==> src/verilog/adc_run_pkg.sv <==
// Shared constants and types for the converter run-state control.
package adc_run_pkg;

  localparam int          SYNC_W       = 3;
  localparam int          DATA_W       = 24;
  localparam int          SET_W        = 16;
  localparam logic [4:0]  MOD_DIV_LAST = 5'h1F;
  localparam logic [4:0]  REG_MODE     = 5'h00;
  localparam logic [4:0]  REG_STATUS   = 5'h04;
  localparam logic [4:0]  REG_DATA     = 5'h08;
  localparam logic [4:0]  REG_OFFSET   = 5'h0C;
  localparam logic [4:0]  REG_SETTLE   = 5'h10;
  localparam logic [23:0] OFFSET_RST   = 24'h000000;
  localparam logic [15:0] SETTLE_RST   = 16'h0040;
  localparam logic [1:0]  RESP_OKAY    = 2'h0;
  localparam logic [1:0]  RESP_SLVERR  = 2'h2;
  localparam int          ST_READY     = 0;
  localparam int          ST_SETTLED   = 1;
  localparam int          ST_PDOWN     = 2;
  localparam int          ST_MODE      = 4;

  typedef enum logic [2:0] {
    MODE_IDLE    = 3'h0,
    MODE_CONT    = 3'h1,
    MODE_SINGLE  = 3'h2,
    MODE_STANDBY = 3'h3
  } op_mode_t;

  localparam op_mode_t MODE_RST = MODE_CONT;

  typedef struct packed {
    logic [4:0]  awaddr;
    logic        awvalid;
    logic [31:0] wdata;
    logic [3:0]  wstrb;
    logic        wvalid;
    logic        bready;
    logic [4:0]  araddr;
    logic        arvalid;
    logic        rready;
  } axil_req_t;

  typedef struct packed {
    logic        awready;
    logic        wready;
    logic [1:0]  bresp;
    logic        bvalid;
    logic        arready;
    logic [31:0] rdata;
    logic [1:0]  rresp;
    logic        rvalid;
  } axil_rsp_t;

  typedef struct packed {
    logic [SYNC_W-1:0] s1;
    logic [SYNC_W-1:0] s2;
  } sync_state_t;

  typedef struct packed {
    logic [4:0]        div;
    logic [SET_W-1:0]  tick;
    logic [DATA_W-1:0] acc;
    logic [DATA_W-1:0] sum;
    logic              done;
  } filt_state_t;

endpackage : adc_run_pkg

==> src/verilog/adc_run_ctrl.sv <==
// Run-state control with AXI4-Lite register access.
`timescale 1ns/1ps
module adc_run_ctrl
  import adc_run_pkg::*;
(
  input  wire logic      clk_in,
  input  wire logic      rst_n_in,
  input  wire axil_req_t axil_req_in,
  output wire axil_rsp_t axil_rsp_out,
  input  wire logic      restart_n_in,
  input  wire logic      hard_reset_n_in,
  input  wire logic      standby_n_in,
  input  wire logic      mod_bit_in,
  output wire logic      ready_n_out,
  output wire logic      powerdown_flag_out,
  output wire logic      mclk_out
);

  typedef struct packed {
    logic              awready;
    logic              wready;
    logic              bvalid;
    logic [1:0]        bresp;
    logic              aw_ok;
    logic [4:0]        aw_addr;
    logic              w_ok;
    logic [31:0]       w_data;
    logic [3:0]        w_strb;
    logic              arready;
    logic              rvalid;
    logic [1:0]        rresp;
    logic [31:0]       rdata;
    logic [2:0]        mode;
    logic [DATA_W-1:0] offset;
    logic [SET_W-1:0]  settle;
    logic [DATA_W-1:0] data;
    logic              ready_n;
    logic              settled_n;
    logic              pdown;
    logic              oneshot;
    logic              kick;
    logic              restart_prev;
  } ctl_state_t;

  ctl_state_t        q;
  ctl_state_t        d;
  logic [2:0]        pins_s;
  logic              restart_s;
  logic              hreset_s;
  logic              standby_s;
  logic              pd;
  logic              run;
  logic              f_hold;
  logic [DATA_W-1:0] f_sum;
  logic              f_done;
  logic [31:0]       wr_val;
  logic              wr_mode;

  // Loads register defaults; bus handshake fields are left alone.
  function automatic ctl_state_t apply_defaults(input ctl_state_t s);
    ctl_state_t r;
    r           = s;
    r.mode      = MODE_RST;
    r.offset    = OFFSET_RST;
    r.settle    = SETTLE_RST;
    r.data      = '0;
    r.ready_n   = 1'b1;
    r.settled_n = 1'b1;
    r.oneshot   = 1'b0;
    r.kick      = 1'b0;
    return r;
  endfunction : apply_defaults

  // True for every decoded register address.
  function automatic logic is_mapped(input logic [4:0] a);
    return a == REG_MODE || a == REG_STATUS || a == REG_DATA ||
           a == REG_OFFSET || a == REG_SETTLE;
  endfunction : is_mapped

  // Read view of a register; unused bits read as zero.
  function automatic logic [31:0] rd_mux(input ctl_state_t s,
                                         input logic [4:0] a);
    logic [31:0] v;
    v = '0;
    unique case (a)
      REG_MODE: v[2:0] = s.mode;
      REG_STATUS: begin
        v[ST_READY]          = s.ready_n;
        v[ST_SETTLED]        = s.settled_n;
        v[ST_PDOWN]          = s.pdown;
        v[ST_MODE+2:ST_MODE] = s.mode;
      end
      REG_DATA: v[DATA_W-1:0] = s.data;
      REG_OFFSET: v[DATA_W-1:0] = s.offset;
      REG_SETTLE: v[SET_W-1:0] = s.settle;
      default: v = '0;
    endcase
    return v;
  endfunction : rd_mux

  // Applies byte enables over the old register contents.
  function automatic logic [31:0] merge(input logic [31:0] old,
                                        input logic [31:0] nw,
                                        input logic [3:0] strb);
    logic [31:0] r;
    r = old;
    for (int i = 0; i < 4; i++) begin
      if (strb[i]) begin
        r[8*i +: 8] = nw[8*i +: 8];
      end
    end
    return r;
  endfunction : merge

  // control pins pass the synchroniser before any use.
  pin_sync u_sync (
    .clk_in   (clk_in),
    .rst_n_in (rst_n_in),
    .pins_in  ({standby_n_in, hard_reset_n_in, restart_n_in}),
    .pins_out (pins_s)
  );

  assign restart_s = pins_s[0];
  assign hreset_s  = pins_s[1];
  assign standby_s = pins_s[2];

  // standby by pin or by mode code.
  assign pd = !standby_s || (q.mode == MODE_STANDBY);

  // idle runs nothing unless a restart one-shot is pending.
  assign run = !pd && hreset_s && restart_s &&
               (q.mode == MODE_CONT || q.mode == MODE_SINGLE || q.oneshot);

  // filter held while restart is low, released on next edge.
  assign f_hold = !run || q.kick;

  decim_filter u_filt (
    .clk_in     (clk_in),
    .rst_n_in   (rst_n_in),
    .hold_in    (f_hold),
    .mod_bit_in (mod_bit_in),
    .settle_in  (q.settle),
    .sum_out    (f_sum),
    .done_out   (f_done)
  );

  // Next-state logic for the bus slave and the run control.
  always_comb begin
    d              = q;
    d.kick         = 1'b0;
    d.restart_prev = restart_s;
    d.pdown        = pd;
    wr_val         = '0;
    wr_mode        = 1'b0;
    if (axil_req_in.awvalid && q.awready) begin
      d.aw_ok   = 1'b1;
      d.aw_addr = axil_req_in.awaddr;
    end
    if (axil_req_in.wvalid && q.wready) begin
      d.w_ok   = 1'b1;
      d.w_data = axil_req_in.wdata;
      d.w_strb = axil_req_in.wstrb;
    end
    if (axil_req_in.bready && q.bvalid) begin
      d.bvalid = 1'b0;
    end
    if (axil_req_in.rready && q.rvalid) begin
      d.rvalid = 1'b0;
    end
    // restart falling edge drops the settled state.
    if (q.restart_prev && !restart_s) begin
      d.settled_n = 1'b1;
      d.oneshot   = 1'b0;
    end
    // restart rising edge in idle starts one conversion.
    if (!q.restart_prev && restart_s && q.mode == MODE_IDLE) begin
      d.oneshot = 1'b1;
      d.ready_n = 1'b1;
    end
    // reads are served in every mode, standby included.
    if (axil_req_in.arvalid && q.arready) begin
      d.rvalid = 1'b1;
      d.rdata  = rd_mux(q, axil_req_in.araddr);
      d.rresp  = is_mapped(axil_req_in.araddr) ? RESP_OKAY : RESP_SLVERR;
      if (!hreset_s) begin
        d.rdata = '0;
        d.rresp = RESP_SLVERR;
      end else if (axil_req_in.araddr == REG_DATA) begin
        d.ready_n = 1'b1;
      end
    end
    // a settled result drives ready low.
    // a finished single conversion falls back to idle.
    // A result still in flight when a mode write restarts the filter is
    // dropped, so the first result after the write covers a full window.
    if (f_done && run && !q.kick) begin
      d.data      = f_sum - q.offset;
      d.ready_n   = 1'b0;
      d.settled_n = 1'b0;
      d.oneshot   = 1'b0;
      if (q.mode == MODE_SINGLE) begin
        d.mode = MODE_IDLE;
      end
    end
    // Writes complete once both address and data are held.
    if (d.aw_ok && d.w_ok && !d.bvalid) begin
      d.aw_ok  = 1'b0;
      d.w_ok   = 1'b0;
      d.bvalid = 1'b1;
      d.bresp  = RESP_OKAY;
      wr_val   = merge(rd_mux(q, d.aw_addr), d.w_data, d.w_strb);
      // writes are dropped while the hard reset pin is low.
      if (!hreset_s) begin
        d.bresp = RESP_SLVERR;
      end else if (!is_mapped(d.aw_addr)) begin
        d.bresp = RESP_SLVERR;
      end else if (d.aw_addr == REG_MODE) begin
        d.mode    = wr_val[2:0];
        d.kick    = 1'b1;
        d.ready_n = 1'b1;
        wr_mode   = 1'b1;
      end else if (d.aw_addr == REG_OFFSET) begin
        d.offset = wr_val[DATA_W-1:0];
      end else if (d.aw_addr == REG_SETTLE) begin
        d.settle = wr_val[SET_W-1:0];
      end
    end
    d.awready = !d.aw_ok && !d.bvalid;
    d.wready  = !d.w_ok && !d.bvalid;
    d.arready = !d.rvalid;
    // standby forces ready and settled high.
    if (pd) begin
      d.ready_n   = 1'b1;
      d.settled_n = 1'b1;
    end
    // hard reset returns every register to its default.
    if (!hreset_s) begin
      d = apply_defaults(d);
    end
  end

  always_ff @(posedge clk_in) begin
    if (!rst_n_in) begin
      // The restart edge detector starts at the pin's idle level.
      q <= apply_defaults('{restart_prev: 1'b1, default: '0});
    end else begin
      q <= d;
    end
  end

  assign axil_rsp_out.awready = q.awready;
  assign axil_rsp_out.wready  = q.wready;
  assign axil_rsp_out.bresp   = q.bresp;
  assign axil_rsp_out.bvalid  = q.bvalid;
  assign axil_rsp_out.arready = q.arready;
  assign axil_rsp_out.rdata   = q.rdata;
  assign axil_rsp_out.rresp   = q.rresp;
  assign axil_rsp_out.rvalid  = q.rvalid;
  assign ready_n_out          = q.ready_n;
  // standby flag is registered for pin and status.
  assign powerdown_flag_out   = q.pdown;

  // master clock forwarded; it never stops in reset or standby.
  assign mclk_out = clk_in;

  chk_ready_in_reset: assert property (
    @(posedge clk_in) disable iff (!rst_n_in)
    !hreset_s |=> (ready_n_out && q.settled_n))
    else $error("Ready not held high during hard reset.");

  chk_reset_defaults: assert property (
    @(posedge clk_in) disable iff (!rst_n_in)
    !hreset_s |=> (q.mode == MODE_RST && q.offset == OFFSET_RST &&
                   q.settle == SETTLE_RST && q.data == '0))
    else $error("Registers not at defaults after hard reset.");

  chk_standby_flags: assert property (
    @(posedge clk_in) disable iff (!rst_n_in)
    pd |=> (ready_n_out && q.settled_n && powerdown_flag_out))
    else $error("Standby did not raise ready and settled.");

  chk_standby_entry: assert property (
    @(posedge clk_in) disable iff (!rst_n_in)
    $fell(standby_n_in) |-> ##3 powerdown_flag_out)
    else $error("Standby pin did not enter power-down in time.");

  chk_single_idle: assert property (
    @(posedge clk_in) disable iff (!rst_n_in)
    (f_done && run && q.mode == MODE_SINGLE && !wr_mode && hreset_s &&
     !q.kick) |=> (q.mode == MODE_IDLE && !ready_n_out))
    else $error("Single conversion did not return to idle.");

  chk_done_ready: assert property (
    @(posedge clk_in) disable iff (!rst_n_in)
    (f_done && run && hreset_s && !q.kick && !wr_mode) |=>
      (!ready_n_out && !q.settled_n &&
       q.data == $past(f_sum - q.offset)))
    else $error("Result did not update data and ready.");

  chk_restart_hold: assert property (
    @(posedge clk_in) disable iff (!rst_n_in)
    !restart_s |-> (f_hold ##1 !f_done))
    else $error("Filter not held while restart is low.");

  chk_restart_resume: assert property (
    @(posedge clk_in) disable iff (!rst_n_in)
    ($rose(restart_s) && !pd && hreset_s && !q.kick &&
     q.mode == MODE_CONT) |-> !f_hold)
    else $error("Filter not released after restart rise.");

  chk_oneshot_start: assert property (
    @(posedge clk_in) disable iff (!rst_n_in)
    ($rose(restart_s) && q.mode == MODE_IDLE && hreset_s && !pd)
      |=> (q.oneshot && ready_n_out))
    else $error("Restart rise in idle did not start conversion.");

  chk_standby_retain: assert property (
    @(posedge clk_in) disable iff (!rst_n_in)
    (pd && hreset_s) |=> (q.data == $past(q.data)))
    else $error("Data register changed during standby.");

  chk_wake_flags: assert property (
    @(posedge clk_in) disable iff (!rst_n_in)
    $fell(pd) |=> (ready_n_out && q.settled_n))
    else $error("Ready or settled fell right after standby ended.");

  chk_idle_quiet: assert property (
    @(posedge clk_in) disable iff (!rst_n_in)
    (q.mode == MODE_IDLE && !q.oneshot) |-> (f_hold ##1 !f_done))
    else $error("Idle mode ran the filter.");

  chk_write_refused: assert property (
    @(posedge clk_in) disable iff (!rst_n_in)
    (!hreset_s && d.bvalid && !q.bvalid) |=>
      (axil_rsp_out.bvalid && axil_rsp_out.bresp == RESP_SLVERR))
    else $error("Write during hard reset was not refused.");

  chk_read_refused: assert property (
    @(posedge clk_in) disable iff (!rst_n_in)
    (!hreset_s && axil_req_in.arvalid && q.arready) |=>
      (axil_rsp_out.rresp == RESP_SLVERR && axil_rsp_out.rdata == '0))
    else $error("Read during hard reset was not refused.");

endmodule : adc_run_ctrl

==> src/verilog/pin_sync.sv <==
// Two-stage synchroniser for the asynchronous control pins.
`timescale 1ns/1ps
module pin_sync
  import adc_run_pkg::*;
(
  input  wire logic              clk_in,
  input  wire logic              rst_n_in,
  input  wire logic [SYNC_W-1:0] pins_in,
  output wire logic [SYNC_W-1:0] pins_out
);

  sync_state_t q;
  sync_state_t d;

  always_comb begin
    d    = q;
    d.s1 = pins_in;
    d.s2 = q.s1;
  end

  // All lines idle high, so reset fills both stages with ones.
  always_ff @(posedge clk_in) begin
    if (!rst_n_in) begin
      q <= '1;
    end else begin
      q <= d;
    end
  end

  assign pins_out = q.s2;

  chk_sync_delay: assert property (
    @(posedge clk_in) disable iff (!rst_n_in)
    1'b1 |-> ##2 (pins_out == $past(pins_in, 2)))
    else $error("Synchroniser delay is not two clocks.");

endmodule : pin_sync

==> src/verilog/decim_filter.sv <==
// Modulator tick divider and accumulating decimation filter.
`timescale 1ns/1ps
module decim_filter
  import adc_run_pkg::*;
(
  input  wire logic              clk_in,
  input  wire logic              rst_n_in,
  input  wire logic              hold_in,
  input  wire logic              mod_bit_in,
  input  wire logic [SET_W-1:0]  settle_in,
  output wire logic [DATA_W-1:0] sum_out,
  output wire logic              done_out
);

  filt_state_t q;
  filt_state_t d;

  // ticks derive from the master clock, so rates scale with it.
  always_comb begin
    d      = q;
    d.done = 1'b0;
    if (hold_in) begin
      d.div  = '0;
      d.tick = '0;
      d.acc  = '0;
    end else begin
      d.div = q.div + 5'h01;
      if (q.div == MOD_DIV_LAST) begin
        d.acc  = q.acc + DATA_W'(mod_bit_in);
        d.tick = q.tick + 16'h0001;
        if (32'(q.tick) + 1 >= 32'(settle_in)) begin
          d.sum  = d.acc;
          d.done = 1'b1;
          d.acc  = '0;
          d.tick = '0;
        end
      end
    end
  end

  // Registers the filter state.
  always_ff @(posedge clk_in) begin
    if (!rst_n_in) begin
      q <= '0;
    end else begin
      q <= d;
    end
  end

  assign sum_out  = q.sum;
  assign done_out = q.done;

  chk_hold_clear: assert property (
    @(posedge clk_in) disable iff (!rst_n_in)
    hold_in |=> (!done_out && q.acc == '0 && q.div == '0))
    else $error("Filter not cleared while held.");

endmodule : decim_filter

==> config.mk <==
export PLATFORM = sky130hd
export DESIGN_NAME = adc_run_ctrl
export DESIGN_NICKNAME = d
export VERILOG_FILES = /design/src/verilog/adc_run_pkg.sv /design/src/verilog/adc_run_ctrl.sv /design/src/verilog/pin_sync.sv /design/src/verilog/decim_filter.sv
export SDC_FILE = /design/constraint.sdc
export NUM_CORES = 1
export LEC_CHECK = 0
export BUFFER_PORTS_ARGS = -buffer_cell sky130_fd_sc_hd__buf_4
export CAP_MARGIN = 10
export CORE_MARGIN = 2
export CORE_UTILIZATION = 45
export CTS_CLUSTER_SIZE = 14
export DETAILED_ROUTE_END_ITERATION = 8
export PLACE_DENSITY_LB_ADDON = 0.05
export REMOVE_ABC_BUFFERS = 1
export SYNTH_ARGS = -nofsm -noshare
export SYNTH_HDL_FRONTEND = slang
export SYNTH_SLANG_ARGS = --single-unit
==> constraint.sdc <==
create_clock -name clk_in -period 5.81 [get_ports clk_in]
set_input_delay 0.8715 -clock clk_in [delete_from_list [all_inputs] [get_ports clk_in]]
set_output_delay 0.8715 -clock clk_in [all_outputs]
set_load 0.05 [all_outputs]
==> impl_metrics.py, run 1 <==
metrics = {
    "finish": {
        "insertedDiodeCount": 0,
        "area_growth_syn_to_layout_pct": 11.3,
        "fillCellCount": 2531,
        "finish.net_count": 1501,
        "layoutNonFillerInstCount": 1745,
        "drive_above_1_share_pct": 11.4,
    },
    "worst_setup_path": {
        "worst_ep_required_time_ps": 4940,
        "criticalPathCategory": "clock port to output port",
        "reg2reg_depth": 12,
        "worst_setup_path_end_kind": "output port",
        "critPathBufInv": 3,
        "slowest_cell_delay_on_critical_path_ps": 180,
        "timing.reg2reg.setup_slack_ps": 1770,
        "r2r-end": "u_filt.q[55]",
        "worstPathMaxFanout": 2,
        "cpMaxStageDelayCell": "buf_4",
        "worst_r2r_startpoint": "u_filt.q[49]",
        "cp-start-kind": "clock port",
        "cell_chain_critical_path": "clkbuf_16 -> clkbuf_16 -> buf_4",
        "timing.critical_path.mode_cell": "clkbuf_16",
        "cp_data_arrival_time_ps": 3330,
        "timing.critical_path.max_delay_family": "buffers and inverters",
    },
    "yosys": {
        "post_synthesis_instance_area_sq_um": 11400,
        "synth_enable_flop_cells": 0,
        "dominantRegCellSynth": "dfxtp_1",
        "yosysWarningCount": 0,
        "synth_cell_type_count": 72,
        "netlist_instances": 1391,
        "asyncSetResetFlopFracSynth_pct": 0,
        "synthesized_area_per_cell_sq_um": 8.21,
        "synth.ff_latch_count": 214,
        "seq_area_frac_synth_pct": 37.5,
    },
    "sta": {
        "finalSetupViolations": 0,
        "setup_repair_after_global_routing_missed_its_margin": "false",
        "worstMarginPinSlew_ps": 1120,
        "max-slew-margin-rel_pct": 24.9,
        "hold_viol_final": 0,
        "report.final.slew_viol_count": 0,
        "final.setup.tns_ps": 0,
        "worst_clock_skew_on_the_final_layout_ps": 16.4,
    },
    "power_and_ir_drop": {
        "pwr_density_cell_nw_per_um2": 262,
        "power.leakage_nw": 5.07,
        "irDropWorstVdd_mv": 0.235,
    },
    "grt": {
        "antenna_violations_before_repair": 0,
        "met2_grt_util_pct": 33.3,
        "globalRoute.busiestLayer": "met2",
        "groute.layer.met3.usage_pct": 3.30,
        "grt_overflow": 0,
        "global_route.usage.met1_pct": 32.5,
        "pin_count_of_the_biggest_net_entering_global_routing": 88,
        "global_route_wire_length_before_repair_um": 47100,
        "total_track_usage_pct": 21.8,
        "first_global_vias": 8820,
    },
    "drt": {
        "routed_via_density": 5.50,
        "drt-initial-drc-count": 666,
        "drt_pre_antenna_iters": 4,
        "wl_per_cell_um": 16.9,
        "drt_wl_total_um": 29500,
        "detailroute.via_count": 9598,
        "drc": 0,
        "postRouteAntennaNets": 0,
    },
    "cts": {
        "cts-hold-fix-buffers": 0,
        "clkSlewWorstSetupHoldPaths_ps": 60,
        "cts_tree": "yes",
        "cts_post_setup_buffers_inserted": 0,
        "worst_skew_pair.late_latency_ps": 630,
        "cts-resized-gates": 0,
    },
    "placement": {
        "routabilityCongestion": 0.855,
        "numPortBuffers": 81,
        "place_inst": 1699,
        "hpwlAfterDp_um": 20900,
    },
    "die": {
        "initial_util_pct": 45.6,
        "floorplan.rows": 58,
        "floorplan.core_area_sq_um": 25000,
        "die_x_um": 163,
        "die_area_sq_um": 26700,
        "top_level_ports": 101,
        "floorplan.die.height_um": 163,
    },
    "run": {
        "maxCapViolCount": 0,
    },
    "hold_path": {
        "worstHoldStart": "u_sync.d[1]",
        "hold_class": "flip-flop to flip-flop",
        "hold_path_end": "u_sync.pins_out[1]",
        "hold-path-cell-count": 1,
    },
    "outcome": {
        "status": "finished, final reports clean",
    },
}
## cells in the mapped netlist (39+ instances only)
library cell	count	share of area, %
ha_1	44	4.8
o21ai_0	95	4.2
a21oi_1	111	4.9
buf_4	46	3.0
mux2i_1	68	6.0
nand3_1	57	2.5
clkbuf_1	56	1.8
nor2_1	155	5.1
dfxtp_1	214	38
inv_1	51	1.7
a211oi_1	39	2.6
nand2_1	108	3.6
## routing by layer
| metal | wire length, um | part of all wire, % | up-vias |
|---|---|---|---|
| met3 | 1570 | 5.3 | 27 |
| li1 | - | - | 4903 |
| met5 | 0 | 0 | - |
| met4 | 366 | 1.2 | 0 |
| met1 | 15300 | 52 | 4441 |
| met2 | 12300 | 42 | 227 |
## how the worst max path moves through the flow
| stage | startpoint | end | slack, ps | cells past startpoint |
|---|---|---|---|---|
| global route | u_filt.q[49] | u_filt.q[37] | 1430 | 12 |
| floorplan | u_filt.q[49] | u_filt.sum_out[10] | 1540 | 11 |
| finish | clk_in | mclk_out | 1610 | 3 |
| CTS | clk_in | mclk_out | 1610 | 3 |
| global placement | u_filt.q[49] | u_filt.q[55] | 1820 | 12 |
| detailed placement | u_filt.q[49] | u_filt.q[55] | 1740 | 12 |
## area by class of cell
class                           count  area [sq um]  share of cell area [%]
Clock buffer                       38           752                    5.92
Clock inverter                      9          55.1                   0.433
Inverter                           53           199                    1.57
Multi-Input combinational cell   1011          6320                    49.8
Sequential cell                   214          4280                    33.7
Tap cell                          330           413                    3.25
Timing Repair Buffer               90           676                    5.32
## worst register-to-register path: stages (launching register included)
cell and delay (ps):
dfxtp_1 410, ha_1 270, and4_1 240, and3_4 220, and4_1 250, xor2_1 180, ha_1 260, nor2b_1 130
o21ai_0 150, nor4b_4 540, nand4_2 660, or3_1 550, o21ai_0 90
## power breakdown
| group | total (mW) | internal (mW) | switching [mW] |
|---|---|---|---|
| Combinational | 0.269 | 0.0917 | 0.177 |
| Clock | 1.56 | 0.903 | 0.653 |
| Sequential | 1.50 | 1.49 | 0.0134 |
## registers in the layout, indices dropped and copies added (netlist names)
name,cells
axil_rsp_out,31
u_filt.q,45
u_filt.done_out,1
q,105
powerdown_flag_out,1
u_sync.d,3
u_filt.sum_out,24
u_sync.pins_out,3
ready_n_out,1
## logic make-up (layout without fill, tap and decap cells)
kind of cell | after synthesis | after routing | synth area share, %
AO/OA/AOI/OAI | 366 | 366 | 20.0
XOR/XNOR | 53 | 53 | 4.07
adder cells (fa/ha/maj) | 45 | 45 | 5.00
buffers and inverters | 175 | 190 | 7.49
flip-flops | 214 | 214 | 37.5
multiplexers | 71 | 71 | 6.26
other | 1 | 10 | 0.0328
AND/OR/NAND/NOR | 466 | 466 | 19.7
## cell usage in the layout, fill, tap and decap left out, drive strengths merged, types with 4 or more instances in the layout
master  Yosys  layout
mux2i      68      68
o21a        5       5
nand4      17      17
nor2      156     156
o31ai       6       6
a22oi      22      22
clkinv      1       8
nand2b     16      16
clkbuf     56      37
dfxtp     214     214
xnor2      30      30
and3       25      25
ha         44      44
a31oi      10      10
o22ai       4       4
nand3b      4       4
xor2       23      23
and2       13      13
o211ai      6       6
nor3       29      29
and4        5       5
o21ai      96      96
nor2b       6       6
a31o       11      11
or3         8       8
a21oi     111     111
a221o       4       4
a211oi     39      39
nor3b       7       7
a21o       25      25
a32oi       4       4
buf        66      91
or2         5       5
inv        52      54
conb        1      10
nand2     108     108
nand3      57      57
## metrics by stage
stage          utilization [%]  setup WS [ps]  power (mW)  cell area (sq um)  hold slack [ps]
2_1_floorplan                -           1540        1.70              10800              386
4_1_cts                   50.7           1610        3.37              12700              400
5_1_grt                   50.7           1430        3.46              12700              402
6_report                  50.7           1610        3.33              12700              405
3_3_place_gp              47.5           1820        1.84              11900              388
3_5_place_dp              47.5           1740        1.84              11900              393
Power figures use the tool's default switching activity.
==> inputs of run 2 (changes only) <==
- clock period: 5.81 -> 4 ns (I/O delays scaled with it)
==> run 2 against run 1 <==
Effect of this change: wire length grew 1.2%; via count increased by 1.3%; clock-buffer cell count increased by 3; critical path depth grew 9; clock skew is 8.3 ps lower; first-iteration DRC count up 1.2%; combinational power grew 49%; utilization grew 0.57 points; non-clock buffer count grew 11; design area rose by 1.1%; sequential cell count is the same; critical endpoint is now u_filt.q[31].
==> impl_metrics.py, run 2 (same netlist as run 1, synthesis figures left out) <==
metrics = {
    "outcome": {
        "status": "finished, final reports clean",
    },
    "grt": {
        "grt_overflow": 0,
        "pin_count_of_the_biggest_net_entering_global_routing": 88,
        "first_global_vias": 8977,
        "global_route_wire_length_before_repair_um": 47600,
        "total_track_usage_pct": 22.1,
        "antenna_violations_before_repair": 0,
    },
    "worst_setup_path": {
        "cpMaxStageDelayCell": "nor4b_4",
        "slowest_cell_delay_on_critical_path_ps": 600,
        "worstPathMaxFanout": 31,
        "cell_chain_critical_path": "ha_1 -> and4_1 -> and3_4 -> and4_1 -> xor2_1 -> ha_1 -> nor2b_1 -> o21ai_0 -> nor4b_4 -> and2_4 -> a31o_2 -> a21o_1",
        "criticalPathCategory": "flip-flop to flip-flop",
        "cp-start-kind": "flip-flop",
        "worst_ep_required_time_ps": 4580,
        "cp_data_arrival_time_ps": 4200,
        "worst_setup_path_end_kind": "flip-flop",
    },
    "sta": {
        "final_cycle_share_pct": 90.7,
        "final.setup.tns_ps": 0,
        "finalSetupViolations": 0,
        "setup_repair_after_global_routing_missed_its_margin": "false",
        "report.final.slew_viol_count": 0,
        "worstMarginPinSlew_ps": 1060,
        "hold_viol_final": 0,
        "achievable-frequency_mhz": 276,
        "max-slew-margin-rel_pct": 29.1,
        "worst_slack_ps": 372,
        "finalCriticalPeriod_ps": 3630,
        "worst_clock_skew_on_the_final_layout_ps": 8.11,
    },
    "die": {
        "die_area_sq_um": 26700,
        "top_level_ports": 101,
        "initial_util_pct": 45.6,
        "floorplan.core_area_sq_um": 25000,
        "floorplan.rows": 58,
        "die_x_um": 163,
        "floorplan.die.height_um": 163,
    },
    "finish": {
        "largest_register_ff_count": 105,
        "finish.net_count": 1512,
        "final_common_cell": "dfxtp_1",
        "drive_above_1_share_pct": 12.3,
        "fillCellCount": 2440,
        "area_growth_syn_to_layout_pct": 12.5,
        "layoutNonFillerInstCount": 1757,
        "utilization_pct": 51.3,
        "reg_with_most_ffs": "q",
        "layout_common_cells": "dfxtp_1, nor2_1, a21oi_1, nand2_1, buf_4",
        "insertedDiodeCount": 0,
    },
    "power_and_ir_drop": {
        "power_frac_seq_pct": 43.9,
        "pwr_density_cell_nw_per_um2": 387,
        "internal_power_mw": 3.74,
        "switchingPower_mw": 1.23,
        "power.share.switching_pct": 24.7,
        "totalPowerFinal_mw": 4.97,
        "power.leakage_nw": 5.15,
        "comb_power_share_pct": 8.1,
        "power.share.clock_pct": 48.0,
        "irDropWorstVdd_mv": 0.300,
    },
    "drt": {
        "postRouteAntennaNets": 0,
        "drt_pre_antenna_iters": 5,
        "routed_via_density": 5.53,
        "drt-initial-drc-count": 674,
        "drc": 0,
        "drt_wl_total_um": 29800,
        "detailroute.via_count": 9723,
        "wl_per_cell_um": 17.0,
    },
    "placement": {
        "preCtsSetupSlack_ps": 251,
        "routabilityCongestion": 0.870,
        "numPortBuffers": 81,
        "hpwlAfterDp_um": 21200,
        "place_inst": 1710,
    },
    "cts": {
        "cts-resized-gates": 0,
        "cts_post_setup_buffers_inserted": 0,
        "cts_tree": "yes",
        "worst_skew_pair.late_latency_ps": 630,
        "cts-hold-fix-buffers": 0,
        "clkSlewWorstSetupHoldPaths_ps": 60,
    },
    "run": {
        "maxCapViolCount": 0,
    },
    "hold_path": {
        "hold_class": "primary input to flip-flop",
    },
}
-- run 2: changes by cell type in the layout (fill, tap and decap cells not counted), sizes merged --
cell / delta
buf: +11
bufinv: +1
clkbuf: +3
clkinv: -1
inv: -2
-- run 2: power by group through the flow --
stage	Combinational, mW	Clock (mW)	Sequential [mW]
3_5_place_dp	0.402	0.0539	2.23
3_3_place_gp	0.398	0.0539	2.23
2_1_floorplan	0.225	0	2.25
6_report	0.402	2.39	2.18
4_1_cts	0.403	2.44	2.18
5_1_grt	0.435	2.53	2.19
-- run 2: area by class of cell --
type                            instances  area [sq um]  area share, %
Clock buffer                           41           803           6.25
Clock inverter                          7          60.1          0.468
Inverter                               53           199           1.55
Multi-Input combinational cell       1011          6330           49.3
Sequential cell                       214          4280           33.4
Tap cell                              330           413           3.21
Timing Repair Buffer                  101           758           5.90
-- run 2: worst paths after layout --
| path | startpoint | to | slack, ps | cells past startpoint |
|---|---|---|---|---|
| worst max-delay path | u_filt.q[49] | u_filt.q[31] | 370 | 12 |
| worst min-delay path | hard_reset_n_in | u_sync.d[1] | 160 | 2 |
| worst max register to register | u_filt.q[49] | u_filt.q[31] | 370 | 12 |
| worst min register to register | u_sync.d[0] | u_sync.pins_out[0] | 400 | 1 |
-- run 2: layer usage --
layer / wire length (um) / share of wire, % / global-route usage, %
met5: 0 / 0 / 0
met1: 15200 / 51 / 32.6
met2: 12400 / 42 / 33.4
met4: 616 / 2.1 / 6.28
met3: 1590 / 5.3 / 3.00
-- run 2: stage by stage --
step           area (sq um)  hold slack (ps)
2_1_floorplan         10800              386
3_3_place_gp          12000              388
3_5_place_dp          12000              391
4_1_cts               12800              135
5_1_grt               12800              147
6_report              12800              158
-- run 2: critical path: cells and delay by family (launching register included) --
kind,cells,cell delay [ps]
AOI/OAI and AO/OA,3,460
xor gates and xnor gates,1,190
adders and majority gates,2,530
DFF,1,410
and+or+nand+nor,6,1970
